$ cat config.mk
export PLATFORM = sky130hd
export DESIGN_NAME = pste_top
export DESIGN_NICKNAME = d
export VERILOG_FILES = /design/src/hw/pste_pkg.sv /design/src/hw/pste_top.sv
export SDC_FILE = /design/constraint.sdc
export NUM_CORES = 1
export LEC_CHECK = 0
export ABC_AREA = 1
export ABC_CLOCK_PERIOD_IN_PS = 2300
export BUFFER_PORTS_ARGS = -buffer_cell sky130_fd_sc_hd__buf_4
export CELL_PAD_IN_SITES_DETAIL_PLACEMENT = 0
export CELL_PAD_IN_SITES_GLOBAL_PLACEMENT = 1
export CORE_ASPECT_RATIO = 0.7
export CORE_MARGIN = 1
export CORE_UTILIZATION = 40
export CTS_CLUSTER_DIAMETER = 80
export DETAILED_ROUTE_END_ITERATION = 10
export PLACE_DENSITY = 0.84
export SYNTH_ARGS = -nofsm -noshare
export SYNTH_HDL_FRONTEND = slang
export SYNTH_SLANG_ARGS = --single-unit
$ cat constraint.sdc
create_clock -name clk_i -period 2.3 [get_ports clk_i]
set_clock_uncertainty 0.1 [all_clocks]
set_input_delay 0.23 -clock clk_i [delete_from_list [all_inputs] [get_ports clk_i]]
set_output_delay 0.23 -clock clk_i [all_outputs]
set_load 0.05 [all_outputs]
$ cat src/hw/pste_pkg.sv
// constants and types for the pwm channel with start delay, trigger and emergency stop
package pste_pkg;

  // ****************************************************************
  // register word indices (byte address is four times the index)
  // ****************************************************************
  localparam logic [15:0] PSTE_IDX_CNT_LO   = 16'hF910;
  localparam logic [15:0] PSTE_IDX_CNT_HI   = 16'hF911;
  localparam logic [15:0] PSTE_IDX_DUTY_LO  = 16'hF912;
  localparam logic [15:0] PSTE_IDX_DUTY_HI  = 16'hF913;
  localparam logic [15:0] PSTE_IDX_PER_LO   = 16'hF914;
  localparam logic [15:0] PSTE_IDX_PER_HI   = 16'hF915;
  localparam logic [15:0] PSTE_IDX_RUN_CTL  = 16'hF917;
  localparam logic [15:0] PSTE_IDX_TRIG_MD  = 16'hF918;
  localparam logic [15:0] PSTE_IDX_TES      = 16'hF919;
  localparam logic [15:0] PSTE_IDX_WAIT     = 16'hF91A;

  // ****************************************************************
  // field positions
  // ****************************************************************
  localparam int unsigned PSTE_RC_RUN   = 0;
  localparam int unsigned PSTE_RC_TGEN  = 1;
  localparam int unsigned PSTE_RC_ESTOP = 5;
  localparam int unsigned PSTE_TM_START = 0;
  localparam int unsigned PSTE_TM_STOP  = 1;
  localparam int unsigned PSTE_TM_CLR   = 2;

  // ****************************************************************
  // encodings
  // ****************************************************************
  localparam logic [1:0] PSTE_ES_OFF  = 2'h0;
  localparam logic [1:0] PSTE_ES_COMPARATOR_ZERO_OUT = 2'h1;
  localparam logic [1:0] PSTE_ES_COMPARATOR_ONE_OUT = 2'h2;
  localparam logic [1:0] PSTE_ES_PB0  = 2'h3;
  localparam logic [2:0] PSTE_SRC_PA_MAX = 3'h2;
  localparam logic [2:0] PSTE_SRC_PROH_A = 3'h3;
  localparam logic [2:0] PSTE_SRC_PROH_B = 3'h4;
  localparam logic [2:0] PSTE_SRC_TMR_A  = 3'h5;
  localparam logic [2:0] PSTE_SRC_TMR_B  = 3'h6;
  localparam logic [2:0] PSTE_SRC_TMR_C  = 3'h7;
  localparam logic [2:0] PSTE_SRC_PB0    = 3'h0;

  // ****************************************************************
  // reset values
  // ****************************************************************
  localparam logic [7:0]  PSTE_TES_RST  = 8'h00;
  localparam logic [7:0]  PSTE_WAIT_RST = 8'h00;
  localparam logic [2:0]  PSTE_TM_RST   = 3'h0;
  localparam logic [15:0] PSTE_CNT_ZERO = 16'h0000;
  localparam logic [15:0] PSTE_DUTY_RST = 16'h0000;
  localparam logic [15:0] PSTE_PER_RST  = 16'hFFFF;
  localparam logic [7:0]  PSTE_WAIT_NONE = 8'h00;

  // ****************************************************************
  // types
  // ****************************************************************
  typedef struct packed {
    logic [1:0] rsv;
    logic [1:0] estop_sel;
    logic       trigger_bank_sel;
    logic [2:0] src;
  } pste_tes_t;

  typedef enum logic [1:0] {PSTE_IDLE, PSTE_DELAY, PSTE_RUN} pste_state_t;

endpackage

$ cat src/hw/pste_top.sv
// pwm counter channel with start delay, external trigger and emergency stop
// Functional notes
// - bank and code select pin or timer
// - bank 0 codes 3,4 give no trigger
// - timer trigger uses raw request, not enable
// - estop select: off, comparator_zero_out, comparator_one_out, port b0
// - same pin for trigger and estop blocks channel
// - run starts 8-bit wait counter first
// - wait value zero skips the delay
// - delay pending: ignore ext stop, keep estop
// - status on first tick, count from second
// - duty match clears output on next tick
// - period match: set output, wrap, reload buffers
// - one more tick counts after run cleared
// - restart resumes from retained count
// - counter write clears count, sets output
// - stopped: duty/period writes reach buffers directly
// - period is setting+1, duty setting+1 ticks
// - ignore ext stop/start until status follows
// - ext control needs source, mode, enable bit
// - trigger sampled per tick, short pulses rejected
// - estop edge: flag, irq, stop, clear, output off
// - write one clears estop flag
// - estop flag at run control bit 5
`timescale 1ns/10ps
module pste_top (
  // clock, reset, freeze
  input  wire logic        clk_i,
  input  wire logic        rst_i,
  input  wire logic        ce_i,
  // wishbone slave
  input  wire logic        wb_cyc_i,
  input  wire logic        wb_stb_i,
  input  wire logic        wb_we_i,
  input  wire logic [17:0] wb_adr_i,
  input  wire logic [3:0]  wb_sel_i,
  input  wire logic [31:0] wb_dat_i,
  output logic      [31:0] wb_dat_o,
  output logic             wb_ack_o,
  // selected pwm clock, one pulse per falling edge
  input  wire logic        count_tick_i,
  // trigger and estop sources
  input  wire logic [2:0]  port_a_pin_i,
  input  wire logic [7:0]  port_b_pin_i,
  input  wire logic        timer_a_irq_req_i,
  input  wire logic        timer_b_irq_req_i,
  input  wire logic        timer_c_irq_req_i,
  input  wire logic        comparator_zero_out_i,
  input  wire logic        comparator_one_out_i,
  // pwm results
  output logic             pwm_out_o,
  output logic             pwm_irq_o
);
  import pste_pkg::*;

  function automatic logic rise(input logic prev, input logic cur);
    return ~prev & cur;
  endfunction

  // ****************************************************************
  // state
  // ****************************************************************
  pste_state_t state_reg;
  pste_tes_t   tes_reg;
  logic [7:0]  wait_reg;
  logic [7:0]  wait_cnt_reg;
  logic [2:0]  tmode_reg;
  logic        run_reg;
  logic        tgen_reg;
  logic        estop_reg;
  logic        flag_reg;
  logic [15:0] cnt_reg;
  logic [15:0] duty_reg;
  logic [15:0] per_reg;
  logic [15:0] dbuf_reg;
  logic [15:0] pbuf_reg;
  logic        samp_reg;
  logic        filt_reg;
  logic        es_prev_reg;
  logic        ack_reg;
  logic [31:0] dat_reg;
  logic        irq_reg;

  // ****************************************************************
  // bus decode
  // ****************************************************************
  wire        wb_hit   = ce_i & wb_cyc_i & wb_stb_i;
  wire        wr_fire  = wb_hit & ack_reg & wb_we_i & wb_sel_i[0];
  wire [15:0] idx      = wb_adr_i[17:2];
  wire [7:0]  wbyte    = wb_dat_i[7:0];
  wire        wr_cnt   = wr_fire & (idx == PSTE_IDX_CNT_LO | idx == PSTE_IDX_CNT_HI);
  wire        wr_dlo   = wr_fire & (idx == PSTE_IDX_DUTY_LO);
  wire        wr_dhi   = wr_fire & (idx == PSTE_IDX_DUTY_HI);
  wire        wr_plo   = wr_fire & (idx == PSTE_IDX_PER_LO);
  wire        wr_phi   = wr_fire & (idx == PSTE_IDX_PER_HI);
  wire        wr_rc    = wr_fire & (idx == PSTE_IDX_RUN_CTL);
  wire        wr_tm    = wr_fire & (idx == PSTE_IDX_TRIG_MD);
  wire        wr_tes   = wr_fire & (idx == PSTE_IDX_TES);
  wire        wr_wait  = wr_fire & (idx == PSTE_IDX_WAIT);
  wire [15:0] duty_nx  = wr_dlo ? {duty_reg[15:8], wbyte} :
                         wr_dhi ? {wbyte, duty_reg[7:0]} : duty_reg;
  wire [15:0] per_nx   = wr_plo ? {per_reg[15:8], wbyte} :
                         wr_phi ? {wbyte, per_reg[7:0]} : per_reg;
  wire        active   = (state_reg == PSTE_RUN);
  wire [7:0]  rc_byte  = {active, flag_reg, estop_reg, 3'h0, tgen_reg, run_reg};
  wire [7:0]  rd_byte  =
    (idx == PSTE_IDX_CNT_LO)  ? cnt_reg[7:0]   :
    (idx == PSTE_IDX_CNT_HI)  ? cnt_reg[15:8]  :
    (idx == PSTE_IDX_DUTY_LO) ? duty_reg[7:0]  :
    (idx == PSTE_IDX_DUTY_HI) ? duty_reg[15:8] :
    (idx == PSTE_IDX_PER_LO)  ? per_reg[7:0]   :
    (idx == PSTE_IDX_PER_HI)  ? per_reg[15:8]  :
    (idx == PSTE_IDX_RUN_CTL) ? rc_byte        :
    (idx == PSTE_IDX_TRIG_MD) ? {5'h00, tmode_reg} :
    (idx == PSTE_IDX_TES)     ? tes_reg        :
    (idx == PSTE_IDX_WAIT)    ? wait_reg       : 8'h00;

  // ****************************************************************
  // source selection
  // ****************************************************************
  wire [2:0] src  = tes_reg.src;
  wire       bank = tes_reg.trigger_bank_sel;
  // timer requests are taken raw, ahead of any interrupt enable
  wire       tmr_src = (src == PSTE_SRC_TMR_A) ? timer_a_irq_req_i :
                       (src == PSTE_SRC_TMR_B) ? timer_b_irq_req_i :
                       (src == PSTE_SRC_TMR_C) ? timer_c_irq_req_i : 1'b0;
  // codes 3 and 4 of bank 0 fall through to a constant low
  wire       trig_src = bank ? port_b_pin_i[src] :
                        (src <= PSTE_SRC_PA_MAX) ? port_a_pin_i[src[1:0]] : tmr_src;
  wire       es_src = (tes_reg.estop_sel == PSTE_ES_COMPARATOR_ZERO_OUT) ? comparator_zero_out_i :
                      (tes_reg.estop_sel == PSTE_ES_COMPARATOR_ONE_OUT) ? comparator_one_out_i  :
                      (tes_reg.estop_sel == PSTE_ES_PB0)  ? port_b_pin_i[0]      : 1'b0;
  // one pin serving both roles leaves the channel dead
  wire       blocked = (tes_reg.estop_sel == PSTE_ES_PB0) & bank & (src == PSTE_SRC_PB0);
  wire       tick    = ce_i & count_tick_i & ~blocked;

  // ****************************************************************
  // trigger filter and events
  // ****************************************************************
  // a level must be seen on two ticks running before it counts
  wire filt_nx   = (trig_src == samp_reg) ? samp_reg : filt_reg;
  wire trig_edge = tick & rise(filt_reg, filt_nx);
  wire ext_ok    = tgen_reg & (tmode_reg[1:0] != 2'h0);
  wire ext_start = trig_edge & ext_ok & tmode_reg[PSTE_TM_START] & ~run_reg
                   & (state_reg == PSTE_IDLE);
  wire ext_stop  = trig_edge & ext_ok & tmode_reg[PSTE_TM_STOP] & run_reg
                   & active;
  wire estop_hit = ce_i & ~blocked & rise(es_prev_reg, es_src);

  // ****************************************************************
  // counter step
  // ****************************************************************
  wire        step    = tick & active;
  wire        at_per  = (cnt_reg == pbuf_reg);
  wire        at_duty = (cnt_reg == dbuf_reg);
  wire [15:0] cnt_inc = cnt_reg + 16'h0001;
  wire        clr_ext = ext_stop & tmode_reg[PSTE_TM_CLR];
  wire [15:0] cnt_nx  = (estop_hit | wr_cnt | clr_ext) ? PSTE_CNT_ZERO :
                        ~step  ? cnt_reg :
                        at_per ? PSTE_CNT_ZERO : cnt_inc;
  wire        flag_nx = estop_hit ? 1'b0 :
                        wr_cnt    ? 1'b1 :
                        (step & at_per)  ? 1'b1 :
                        (step & at_duty) ? 1'b0 : flag_reg;
  wire        run_nx  = estop_hit ? 1'b0 :
                        wr_rc     ? wbyte[PSTE_RC_RUN] :
                        ext_start ? 1'b1 :
                        ext_stop  ? 1'b0 : run_reg;
  wire        wait_done = (wait_reg == PSTE_WAIT_NONE);
  wire [7:0]  wait_inc  = wait_cnt_reg + 8'h01;

  // ****************************************************************
  // wishbone slave
  // ****************************************************************
  always_ff @(posedge clk_i) begin
    if (rst_i) begin
      ack_reg <= 1'b0;
      dat_reg <= 32'h0000_0000;
    end else if (ce_i) begin
      ack_reg <= wb_hit & ~ack_reg;
      if (wb_hit & ~ack_reg) begin
        dat_reg <= {24'h00_0000, rd_byte};
      end
    end
  end

  // ****************************************************************
  // configuration registers
  // ****************************************************************
  always_ff @(posedge clk_i) begin
    if (rst_i) begin
      tes_reg   <= PSTE_TES_RST;
      wait_reg  <= PSTE_WAIT_RST;
      tmode_reg <= PSTE_TM_RST;
      tgen_reg  <= 1'b0;
      duty_reg  <= PSTE_DUTY_RST;
      per_reg   <= PSTE_PER_RST;
    end else if (ce_i) begin
      duty_reg <= duty_nx;
      per_reg  <= per_nx;
      if (wr_tes) begin
        tes_reg <= {2'h0, wbyte[5:0]};
      end
      if (wr_wait) begin
        wait_reg <= wbyte;
      end
      if (wr_tm) begin
        tmode_reg <= wbyte[2:0];
      end
      if (wr_rc) begin
        tgen_reg <= wbyte[PSTE_RC_TGEN];
      end
    end
  end

  // ****************************************************************
  // run control and estop flag
  // ****************************************************************
  always_ff @(posedge clk_i) begin
    if (rst_i) begin
      run_reg     <= 1'b0;
      estop_reg   <= 1'b0;
      es_prev_reg <= 1'b0;
      samp_reg    <= 1'b0;
      filt_reg    <= 1'b0;
      irq_reg     <= 1'b0;
    end else if (ce_i) begin
      run_reg     <= run_nx;
      es_prev_reg <= es_src;
      // a new edge outranks a clearing write in the same cycle
      estop_reg   <= estop_hit | (estop_reg & ~(wr_rc & wbyte[PSTE_RC_ESTOP]));
      irq_reg     <= estop_hit | ext_stop | (step & (at_per | at_duty));
      if (tick) begin
        samp_reg <= trig_src;
        filt_reg <= filt_nx;
      end
    end
  end

  // ****************************************************************
  // sequencer and counter
  // ****************************************************************
  always_ff @(posedge clk_i) begin
    if (rst_i) begin
      state_reg    <= PSTE_IDLE;
      wait_cnt_reg <= 8'h00;
      cnt_reg      <= PSTE_CNT_ZERO;
      flag_reg     <= 1'b1;
      dbuf_reg     <= PSTE_DUTY_RST;
      pbuf_reg     <= PSTE_PER_RST;
    end else if (ce_i) begin
      cnt_reg  <= cnt_nx;
      flag_reg <= flag_nx;
      if ((step & at_per) | ~run_reg) begin
        dbuf_reg <= duty_nx;
        pbuf_reg <= per_nx;
      end
      if (estop_hit) begin
        state_reg <= PSTE_IDLE;
      end else if (tick) begin
        unique case (state_reg)
          PSTE_IDLE: begin
            wait_cnt_reg <= 8'h00;
            if (run_reg) begin
              state_reg <= wait_done ? PSTE_RUN : PSTE_DELAY;
            end
          end
          PSTE_DELAY: begin
            wait_cnt_reg <= wait_inc;
            if (~run_reg) begin
              state_reg <= PSTE_IDLE;
            end else if (wait_inc == wait_reg) begin
              state_reg <= PSTE_RUN;
            end
          end
          PSTE_RUN: begin
            if (~run_reg) begin
              state_reg <= PSTE_IDLE;
            end
          end
        endcase
      end
    end
  end

  assign wb_ack_o  = ack_reg;
  assign wb_dat_o  = dat_reg;
  assign pwm_out_o = flag_reg;
  assign pwm_irq_o = irq_reg;

  // ****************************************************************
  // checks
  // ****************************************************************
  property p_estop;
    @(posedge clk_i) disable iff (rst_i)
    estop_hit |=> estop_reg && !flag_reg && !active && cnt_reg == PSTE_CNT_ZERO && pwm_irq_o;
  endproperty
  a_estop: assert property (p_estop) else $error("estop did not stop");

  property p_cnt_wr;
    @(posedge clk_i) disable iff (rst_i)
    wr_cnt && !estop_hit |=> cnt_reg == PSTE_CNT_ZERO && flag_reg;
  endproperty
  a_cnt_wr: assert property (p_cnt_wr) else $error("counter write no clear");

  property p_period;
    @(posedge clk_i) disable iff (rst_i)
    step && at_per && !estop_hit && !wr_cnt && !clr_ext
    |=> cnt_reg == PSTE_CNT_ZERO && flag_reg && pbuf_reg == $past(per_nx);
  endproperty
  a_period: assert property (p_period) else $error("period match wrong");

  property p_duty;
    @(posedge clk_i) disable iff (rst_i)
    step && at_duty && !at_per && !estop_hit && !wr_cnt |=> !pwm_out_o;
  endproperty
  a_duty: assert property (p_duty) else $error("duty match wrong");

  property p_prohibited;
    @(posedge clk_i) disable iff (rst_i)
    !bank && (src == PSTE_SRC_PROH_A || src == PSTE_SRC_PROH_B) |-> !trig_src && !trig_edge;
  endproperty
  a_prohibited: assert property (p_prohibited) else $error("prohibited code drives");

  property p_nowait;
    @(posedge clk_i) disable iff (rst_i)
    tick && run_reg && state_reg == PSTE_IDLE && wait_done && !estop_hit
    |=> active && cnt_reg == $past(cnt_reg);
  endproperty
  a_nowait: assert property (p_nowait) else $error("direct start wrong");

  property p_tail;
    @(posedge clk_i) disable iff (rst_i)
    step && !run_reg |=> !active && (cnt_reg != $past(cnt_reg) || $past(at_per));
  endproperty
  a_tail: assert property (p_tail) else $error("final count missing");

  property p_w1c;
    @(posedge clk_i) disable iff (rst_i)
    wr_rc && !estop_hit |=> estop_reg == ($past(estop_reg) && !$past(wbyte[PSTE_RC_ESTOP]));
  endproperty
  a_w1c: assert property (p_w1c) else $error("estop flag clear wrong");

  property p_start_ignored;
    @(posedge clk_i) disable iff (rst_i)
    state_reg != PSTE_IDLE && !run_reg && !wr_rc |=> !run_reg;
  endproperty
  a_start_ignored: assert property (p_start_ignored) else $error("start taken while stopping");

  property p_delay_stop;
    @(posedge clk_i) disable iff (rst_i)
    state_reg == PSTE_DELAY && run_reg && !estop_hit && !wr_rc |=> run_reg;
  endproperty
  a_delay_stop: assert property (p_delay_stop) else $error("stop taken in delay");

  property p_blocked;
    @(posedge clk_i) disable iff (rst_i)
    blocked && state_reg == PSTE_IDLE |=> (state_reg == PSTE_IDLE) [*2];
  endproperty
  a_blocked: assert property (p_blocked) else $error("blocked channel ran");

  property p_rsv;
    @(posedge clk_i) disable iff (rst_i)
    wr_tes |=> tes_reg.rsv == 2'h0 && tes_reg[5:0] == $past(wbyte[5:0]);
  endproperty
  a_rsv: assert property (p_rsv) else $error("selection write wrong");

endmodule

# Yosys cells after proc, flatten, opt, wreduce, memory -nomap -nowiden
# Cells that the tools add are included.
# totals
register_bits,124
elab_cells,174
input_bits,77
# op_classes
magnitude_cmp,3
n_eq_ne,25
muxes,47
add_sub_neg,2
bitwise,54
reduce_logical,21
# ops
cell,n
$eq A16 B16 Y1 const B,10
$mux W16,7
$mux W8,10
$and A1 B1 Y1,39
$eq A16 B16 Y1,2
$reduce_and A2 Y1,10
$mux W1,19
$add A16 B1 Y16 const B,1
$pmux W8 S2,1
$mux W2,7
$eq A3 B3 Y1 const B,3
$add A8 B1 Y8 const B,1
$eq A8 B8 Y1,1
$logic_not A8 Y1,1
$or A1 B1 Y1,8
$reduce_bool A2 Y1,4
$reduce_bool A4 Y1,2
$not A1 Y1,7
$eq A2 B2 Y1 const B,3
$pmux W2 S3,1
$reduce_and A5 Y1,1
$eq A2 B1 Y1 const B,2
$lt A3 B4 Y1 const B,1
$ne A4 B4 Y1 const B,1
other kinds (10),10

# Longest topological paths before layout
# Gate-level depths: netlist of run 1.
# depth
depth_word,18
mapped_depth,16
ltp_nobuf,15

# Least setup slack after synthesis of run 1
# Ideal clock, no wire load.
# synth_path
kind,register -> register
start,"reg ack_reg, in the netlist wb_ack_o"
end,reg dbuf_reg[10]
path_slack_ps,249
required_ps,2056
t_arrival_ps,1807
n_path_buf,1
stages_incl_launch_ff,7
cell_sequence,dfxtp_1 > nand4_1 > inv_1 > nand2_2 > buf_2 > o21ai_0 > a211oi_2
# synth_via
elab_chain_cells,6
elab_cells_between_ends,7
cone_classes,mux: 2; bitwise: 5
# synth_rtl
element,line,rtl
start: declaration,pste_top.sv:80,logic ack_reg;
start signal: assignment,pste_top.sv:180,ack_reg <= wb_hit & ~ack_reg;
$and A1 B1 Y1 * (3 in a row),pste_top.sv:88,wire wr_fire = wb_hit & ack_reg & wb_we_i & wb_sel_i[0];
$and A1 B1 Y1,pste_top.sv:93,wire wr_dhi = wr_fire & (idx == PSTE_IDX_DUTY_HI);
$mux W16,pste_top.sv:101,"wr_dhi ? {wbyte, duty_reg[7:0]} : duty_reg;"
$mux W16 *,pste_top.sv:100,"wire [15:0] duty_nx = wr_dlo ? {duty_reg[15:8], wbyte} :"
end signal: assignment,pste_top.sv:255,dbuf_reg <= duty_nx;
end: declaration,pste_top.sv:75,logic [15:0] dbuf_reg;
# Every way passes the cells marked *; elsewhere a longest branch is shown, timed or not.
# A chain may end at the register's enable or synchronous reset.

# Final worst setup path of run 1
# layout_path
start,reg cnt_reg[5]
end,"reg flag_reg, in the netlist pwm_out_o"
# layout_via
elab_chain_cells,5
elab_cells_between_ends,9
cone_classes,eq/ne: 2; mux: 3; bitwise: 2; reduce/logical: 2
# layout_rtl
element,line,rtl
start: declaration,pste_top.sv:72,logic [15:0] cnt_reg;
start signal: assignment,pste_top.sv:252,cnt_reg <= cnt_nx;
$eq A16 B16 Y1,pste_top.sv:154,wire at_per = (cnt_reg == pbuf_reg);
$and A1 B1 Y1,pste_top.sv:163,(step & at_per) ? 1'b1 :
$mux W1,pste_top.sv:163,
$mux W1,pste_top.sv:162,wr_cnt ? 1'b1 :
$mux W1,pste_top.sv:161,wire flag_nx = estop_hit ? 1'b0 :
end signal: assignment,pste_top.sv:253,flag_reg <= flag_nx;
end: declaration,pste_top.sv:71,logic flag_reg;
# Parallel ways exist; a longest one is shown, timed or not.

==> summary.md, run 1 <==
| Metric | Value |
|---|---|
| Status | finished clean |
| Final setup fails | 0 |
| Worst path most repeated cell | nand2_1 |
| Ports | 112 |
| Deepest clock path buffer count | 2 |
| Row cnt | 40 |
| Clock power share | 51.9% |
| Min-delay worst type | input port to flop |
| Layout cells sized above 1 | 15.9% |
| Crit path buffers/inverters | 2 |
| 1st-iter DRT viols | 700 |
| Sequential area share after synthesis | 35.2% |
| Clock-pin slew on the worst setup and hold paths | 60 ps |
| Vias in the first global route | 6176 |
| Drc violations | 0 |
| Post-CTS sizing | 1 |
| Setup TNS | 0 ps |
| H-tree depth | 4 |
| Number of port buffers | 58 |
| Net Sw Frac | 24.4% |
| Main area contributors after synthesis | dfxtp_1 (35%), nand2_1 (14%), inv_1 (6.9%) |
| NetSw | 1.31 mW |
| Final slew viol count | 0 |
| Initial antenna violation count | 0 |
| Headroom to the max-slew limit | 45.6% |
| CTS Root Buffer Type | clkbuf_16 |
| Area Overhead vs Synth | 20.8% |
| # hold bufs at CTS | 0 |
| Seq cells post-synth | 124 |
| Count leader, synth | nand2_1 |
| Syn_area_per_cell | 6.56 sq um |
| Clock Latency Late Sink | 430 ps |
| Vias | 7026 |
| LEAKAGE | 3.84 nW |
| Fin cells | 1398 |
| 1st-pass router iterations | 7 |
| Gate power share | 7.2% |
| Yosys top cell area share | 35.2% |
| First-pass GRT wire length | 34500 um |
| Top routing layer in use | met4 |
| Synth cell count leaders | nand2_1 (256), inv_1 (129), dfxtp_1 (124), nor2_1 (123), a21oi_1 (73) |
| Met2 wire len | 8560 um |
| Largest stage delay, worst path | 480 ps |
| Clock tree sinks | 124 |
| Max Freq | 0.454 GHz |
| Worst hold slack | 21.0 ps |
| Synthesized cell area | 7060 sq um |
| IR drop worst, VDD | 427 uV |
| CP startpoint kind | flop |
| Antenna Cells | 0 |
| Worst path required time | 2500 ps |
| Final Hold Fails | 0 |
| Power per cell area | 630 nW/um^2 |
| RSZ-0062 raised after global routing | false |
| Inst Count DP | 1367 |
| TritonCTS Buffers | 17 |
| Nets | 1237 |
| Crit share post-route | 95.7% |
| Netlist cell types | 45 |
| Internal power | 4.06 mW |
| Asr flop ratio synth | 0% |
| Design Power | 5.37 mW |
| Routability cong. | 0.907 |
| Number of flops mapped to enable cells by yosys | 0 |
| Die area | 18200 sq um |
| Max-cap check violation count | 0 |
| DRT Wirelength | 22500 um |
| CP Class | flop to flop |
| Synth Warn # | 0 |
| Min-delay src | wb_dat_i[7] |
| Sequential share of power | 41.0% |
| Chip width | 161 um |
| CTS tree | yes |
| Cells after Synth | 1075 |
| Post-CTS Setup Inserts | 0 |
| Crit. End Element | flop |
| M1 wire length | 11600 um |
| Ys flop type | dfxtp_1 |
| DR vias/cell | 5.03 |
| Worst r2r src | cnt_reg[5] |
| Core Region | 17200 sq um |
| CP delay by family, top | simple AND/OR/NAND/NOR gates |
| Met3 WL | 2010 um |
| Worst setup path start | cnt_reg[5] |
| Routed Antenna Nets | 0 |
| DP HPWL | 16900 um |
| Leading area contributor after synthesis | dfxtp_1 |
| Total gr overflow | 0 |
| Crit path DAT | 2410 ps |
| Die height | 113 um |
| Starting Density | 41.0% |
| Actual slew at the worst max-slew pin | 816 ps |
| Wire per inst | 16.1 um |
| CP Max Fanout | 6 |
| Largest net degree at the start of global routing | 70 |
| Worst path slowest cell | nor3_1 |
| Shortest period the worst path allows | 2200 ps |
| Crit path cell chain | buf_4, inv_1, nand2_1, a21oi_1, nand4_1, nor3_1, nand2_1, nand2_1, nand2_1, a31oi_1, nand2_1 |
| Global-route usage over all layers | 25.2% |
-- cell type report --
type / count / area, sq um
Fill cell: 1746 / 8690
Multi-Input combinational cell: 766 / 3770
Sequential cell: 124 / 2490
Clock buffer: 21 / 460
Inverter: 140 / 528
Timing Repair Buffer: 106 / 846
Tap cell: 231 / 289
Clock inverter: 10 / 140
-- per-stage QoR --
step | cell area, sq um | setup slack, ps | util, %
detailed placement | 7890 | -8.79 | 45.8
global route | 8520 | 13.9 | 49.5
CTS | 8490 | 44.5 | 49.3
floorplan | 7140 | 249 | -
global placement | 7890 | 29.7 | 45.8
finish | 8520 | 98.7 | 49.5
-- power groups by stage --
stage,combinational (mW),clock [mW],sequential [mW]
after floorplan,0.278,0,2.24
after global placement,0.377,0,2.25
after detailed placement,0.379,0,2.25
after CTS,0.380,2.81,2.20
after global routing,0.416,2.90,2.20
final,0.384,2.78,2.20
-- cells in the final DEF (no fill, tap or decap), types with 17 or more instances in the layout --
cell type  instances
a21oi_1           73
buf_4            102
clkbuf_16         17
conb_1            24
dfxtp_1          120
inv_1            129
nand2_1          255
nand3_1           48
nand4_1           44
nor2_1           120
o21ai_0           66
o21ai_1           25
xor2_1            25
-- cells by family (layout without fill, tap and decap cells) --
family	after synthesis	in the layout	synth area share (%)
other	1	24	0.0531
xor gates and xnor gates	34	34	4.22
DFF	124	124	35.2
adders and majority gates	5	5	0.887
buffers and inverters	208	277	13.0
and+or+nand+nor	512	512	31.3
AOI/OAI and AO/OA	191	191	15.3
-- worst reg2reg max path, cell delays in order, from the launching register on --
cell	delay, ps
dfxtp_1	350
buf_4	180
inv_1	100
nand2_1	60
a21oi_1	160
nand4_1	190
nor3_1	480
nand2_1	100
nand2_1	80
nand2_1	90
a31oi_1	140
nand2_1	60
-- layer usage --
metal,vias to the layer above,track usage (%)
met5,-,0
met4,0,7.80
met3,24,7.22
met2,252,33.1
met1,3161,38.6
li1,3589,-
-- worst paths after layout --
kind | end | slack [ps] | cells past startpoint
max | pwm_out_o | 100 | 11
min | wait_reg[7] | 20 | 3
max reg2reg | pwm_out_o | 100 | 11
min reg2reg | wb_dat_o[3] | 360 | 2
(Power assumes the default switching activity.)
==> inputs of run 2 (changes only) <==
BUFFER_PORTS_ARGS = not set   (was -buffer_cell sky130_fd_sc_hd__buf_4)
CORE_UTILIZATION = 45   (was 40)
DONT_BUFFER_PORTS = 1   (was not set)
==> summary.md, run 2 (synthesis gave the netlist of run 1 again) <==
| Metric | Value |
|---|---|
| Crit path DAT | 2400 ps (about the same) |
| Ports | 112 (unchanged) |
| Worst path required time | 2560 ps (+60 ps) |
| Area Overhead vs Synth | 15.0% |
| Die area | 16200 sq um (-11%) |
| Max Freq | 0.467 GHz (+2.8%) |
| DP HPWL | 16700 um (-1.5%) |
| Die height | 107 um (-5.6%) |
| Total gr overflow | 0 (unchanged) |
| Internal power | 3.89 mW (-4.0%) |
| Sequential share of power | 41.5% (+0.5 points) |
| Power per cell area | 653 nW/um^2 (+3.7%) |
| DR vias/cell | 5.35 (+6.4%) |
| Core Region | 15000 sq um (-13%) |
| Routed Antenna Nets | 0 (unchanged) |
| Crit share post-route | 93.1% (-2.6 points) |
| Clock power share | 52.2% (+0.3 points) |
| Layout fillers | 1509 (-14%) |
| Final worst slack | 158 ps (+59.5 ps) |
| Dpl cell area | 7330 sq um (-7.0%) |
| Layout cells sized above 1 | 11.5% (-4.3 points) |
| CP Class | flop to flop |
| Chip width | 152 um (-5.6%) |
| Actual slew at the worst max-slew pin | 782 ps (-33.7 ps) |
| Gate power share | 6.3% (-0.9 points) |
| Max-cap check violation count | 0 (unchanged) |
| Row cnt | 37 (-7.5%) |
| Final instance area | 8120 sq um (-4.8%) |
| Crit. End Element | flop |
| Number of port buffers | 0 (-100%) |
| R2R cell count | 11 (unchanged) |
| Wire per inst | 17.2 um (+7.0%) |
| Min-delay worst type | input port to flop |
| Nets | 1186 (-4.1%) |
| Initial antenna violation count | 0 (unchanged) |
| CP startpoint kind | flop |
| Vias | 7013 (-0.19%) |
| Vias in the first global route | 6107 (-1.1%) |
| Place WS | 64.0 ps (+72.8 ps) |
| Net Sw Frac | 26.5% (+2.0 points) |
| Final Hold Fails | 0 (unchanged) |
| Antenna Cells | 0 (unchanged) |
| Routability cong. | 0.917 (+1.1%) |
| NetSw | 1.40 mW (+7.0%) |
| Shortest period the worst path allows | 2140 ps (-59.5 ps) |
| 1st-pass router iterations | 7 (unchanged) |
| 1st-iter DRT viols | 603 (-14%) |
| CP Max Fanout | 12 (+6) |
| CTS Root Buffer Type | clkbuf_16 |
| DRT Wirelength | 22500 um (+0.37%) |
| Clock-pin slew on the worst setup and hold paths | 70 ps (about the same) |
| Status | finished clean |
| Headroom to the max-slew limit | 47.6% (+2.0 points) |
| Global-route usage over all layers | 29.0% (+3.8 points) |
| Final setup fails | 0 (unchanged) |
| IR drop worst, VDD | 385 uV (-9.8%) |
| Design Power | 5.30 mW (-1.3%) |
| CTS tree | yes |
| Commonest non-fill, non-tap cell in the layout | nand2_1 |
| First-pass GRT wire length | 34600 um (+0.44%) |
| TritonCTS Buffers | 17 (unchanged) |
| Hold Path Depth | 4 (+1) |
| Largest net degree at the start of global routing | 70 (unchanged) |
| Final slew viol count | 0 (unchanged) |
| Clock Latency Late Sink | 420 ps (about the same) |
| Most frequent cells in the layout | nand2_1 (255), inv_1 (129), dfxtp_1 (119) |
| LEAKAGE | 3.58 nW (-7.0%) |
| RSZ-0062 raised after global routing | true |
| Starting Density | 47.0% (+6.1 points) |
| Clock tree sinks | 124 (unchanged) |
| Drc violations | 0 (unchanged) |
| H-tree depth | 4 (unchanged) |
| Deepest clock path buffer count | 2 (unchanged) |
[run 2: cell types whose count changed in the layout (fill, tap and decap cells not counted), sizes merged]
cell and change:
clkinv -1, clkbuf -4, buf -61, clkinvlp -1
dlygate4sd3 +10, inv +8, bufinv -1
[run 2: per-layer routing]
layer	up-vias	share of wire [%]	track usage (%)
li1	3473	-	-
met1	3250	51	45.5
met2	277	39	38.3
met3	13	10	7.91
met4	0	0.52	5.80
met5	-	0	0
[run 2: final timing paths]
kind	start	end	slack, ps
setup / recovery	bank	cnt_reg[15]	160
hold / removal	wb_dat_i[1]	duty_reg[1]	20
setup reg to reg	bank	cnt_reg[15]	160
hold reg to reg	es_prev_reg	es_prev_reg	370
[run 2: power groups by stage]
stage | sequential, mW | combinational [mW] | clock [mW]
detailed placement | 2.25 | 0.274 | 0
floorplan | 2.24 | 0.278 | 0
finish | 2.20 | 0.334 | 2.77
global route | 2.20 | 0.361 | 2.87
CTS | 2.20 | 0.328 | 2.78
global placement | 2.24 | 0.271 | 0
[run 2: metrics by stage]
stage                     cells  hold slack (ps)  setup TNS [ps]  utilization, %
final                      1312             20.4               0            54.1
after detailed placement   1268              211               0            48.9
after CTS                  1311             10.8               0            53.7
after global placement     1268              209               0            48.9
after global routing       1312             42.6           -8.04            54.1
after floorplan            1098              277               0               -
[run 2: worst max-delay path: stages, from the launching register on]
cell,delay (ps)
dfxtp_1,340
inv_1,80
nor3_1,240
nand3_2,170
nand2_1,90
nor2_1,100
a21oi_2,340
buf_4,270
nand3_1,110
nand2_1,100
nand2_1,60
nor2_1,80
[run 2: cell type report]
class / instances / area [sq um] / share of cell area [%]
multi-input cells: 766 / 3780 / 46.6
flip-flops and latches: 124 / 2490 / 30.7
inverters: 140 / 528 / 6.51
repair buffers: 55 / 474 / 5.84
clock buffers: 17 / 425 / 5.24
well taps: 195 / 244 / 3.01
clock inverters: 15 / 173 / 2.13
[run 2: timing repair]
item                       in CTS  in global routing
hold buffers                   11                  0
hold endpoints to repair       87                  0
setup endpoints to repair       0                 35
buffers inserted                0                  1
resized for setup               0                 17
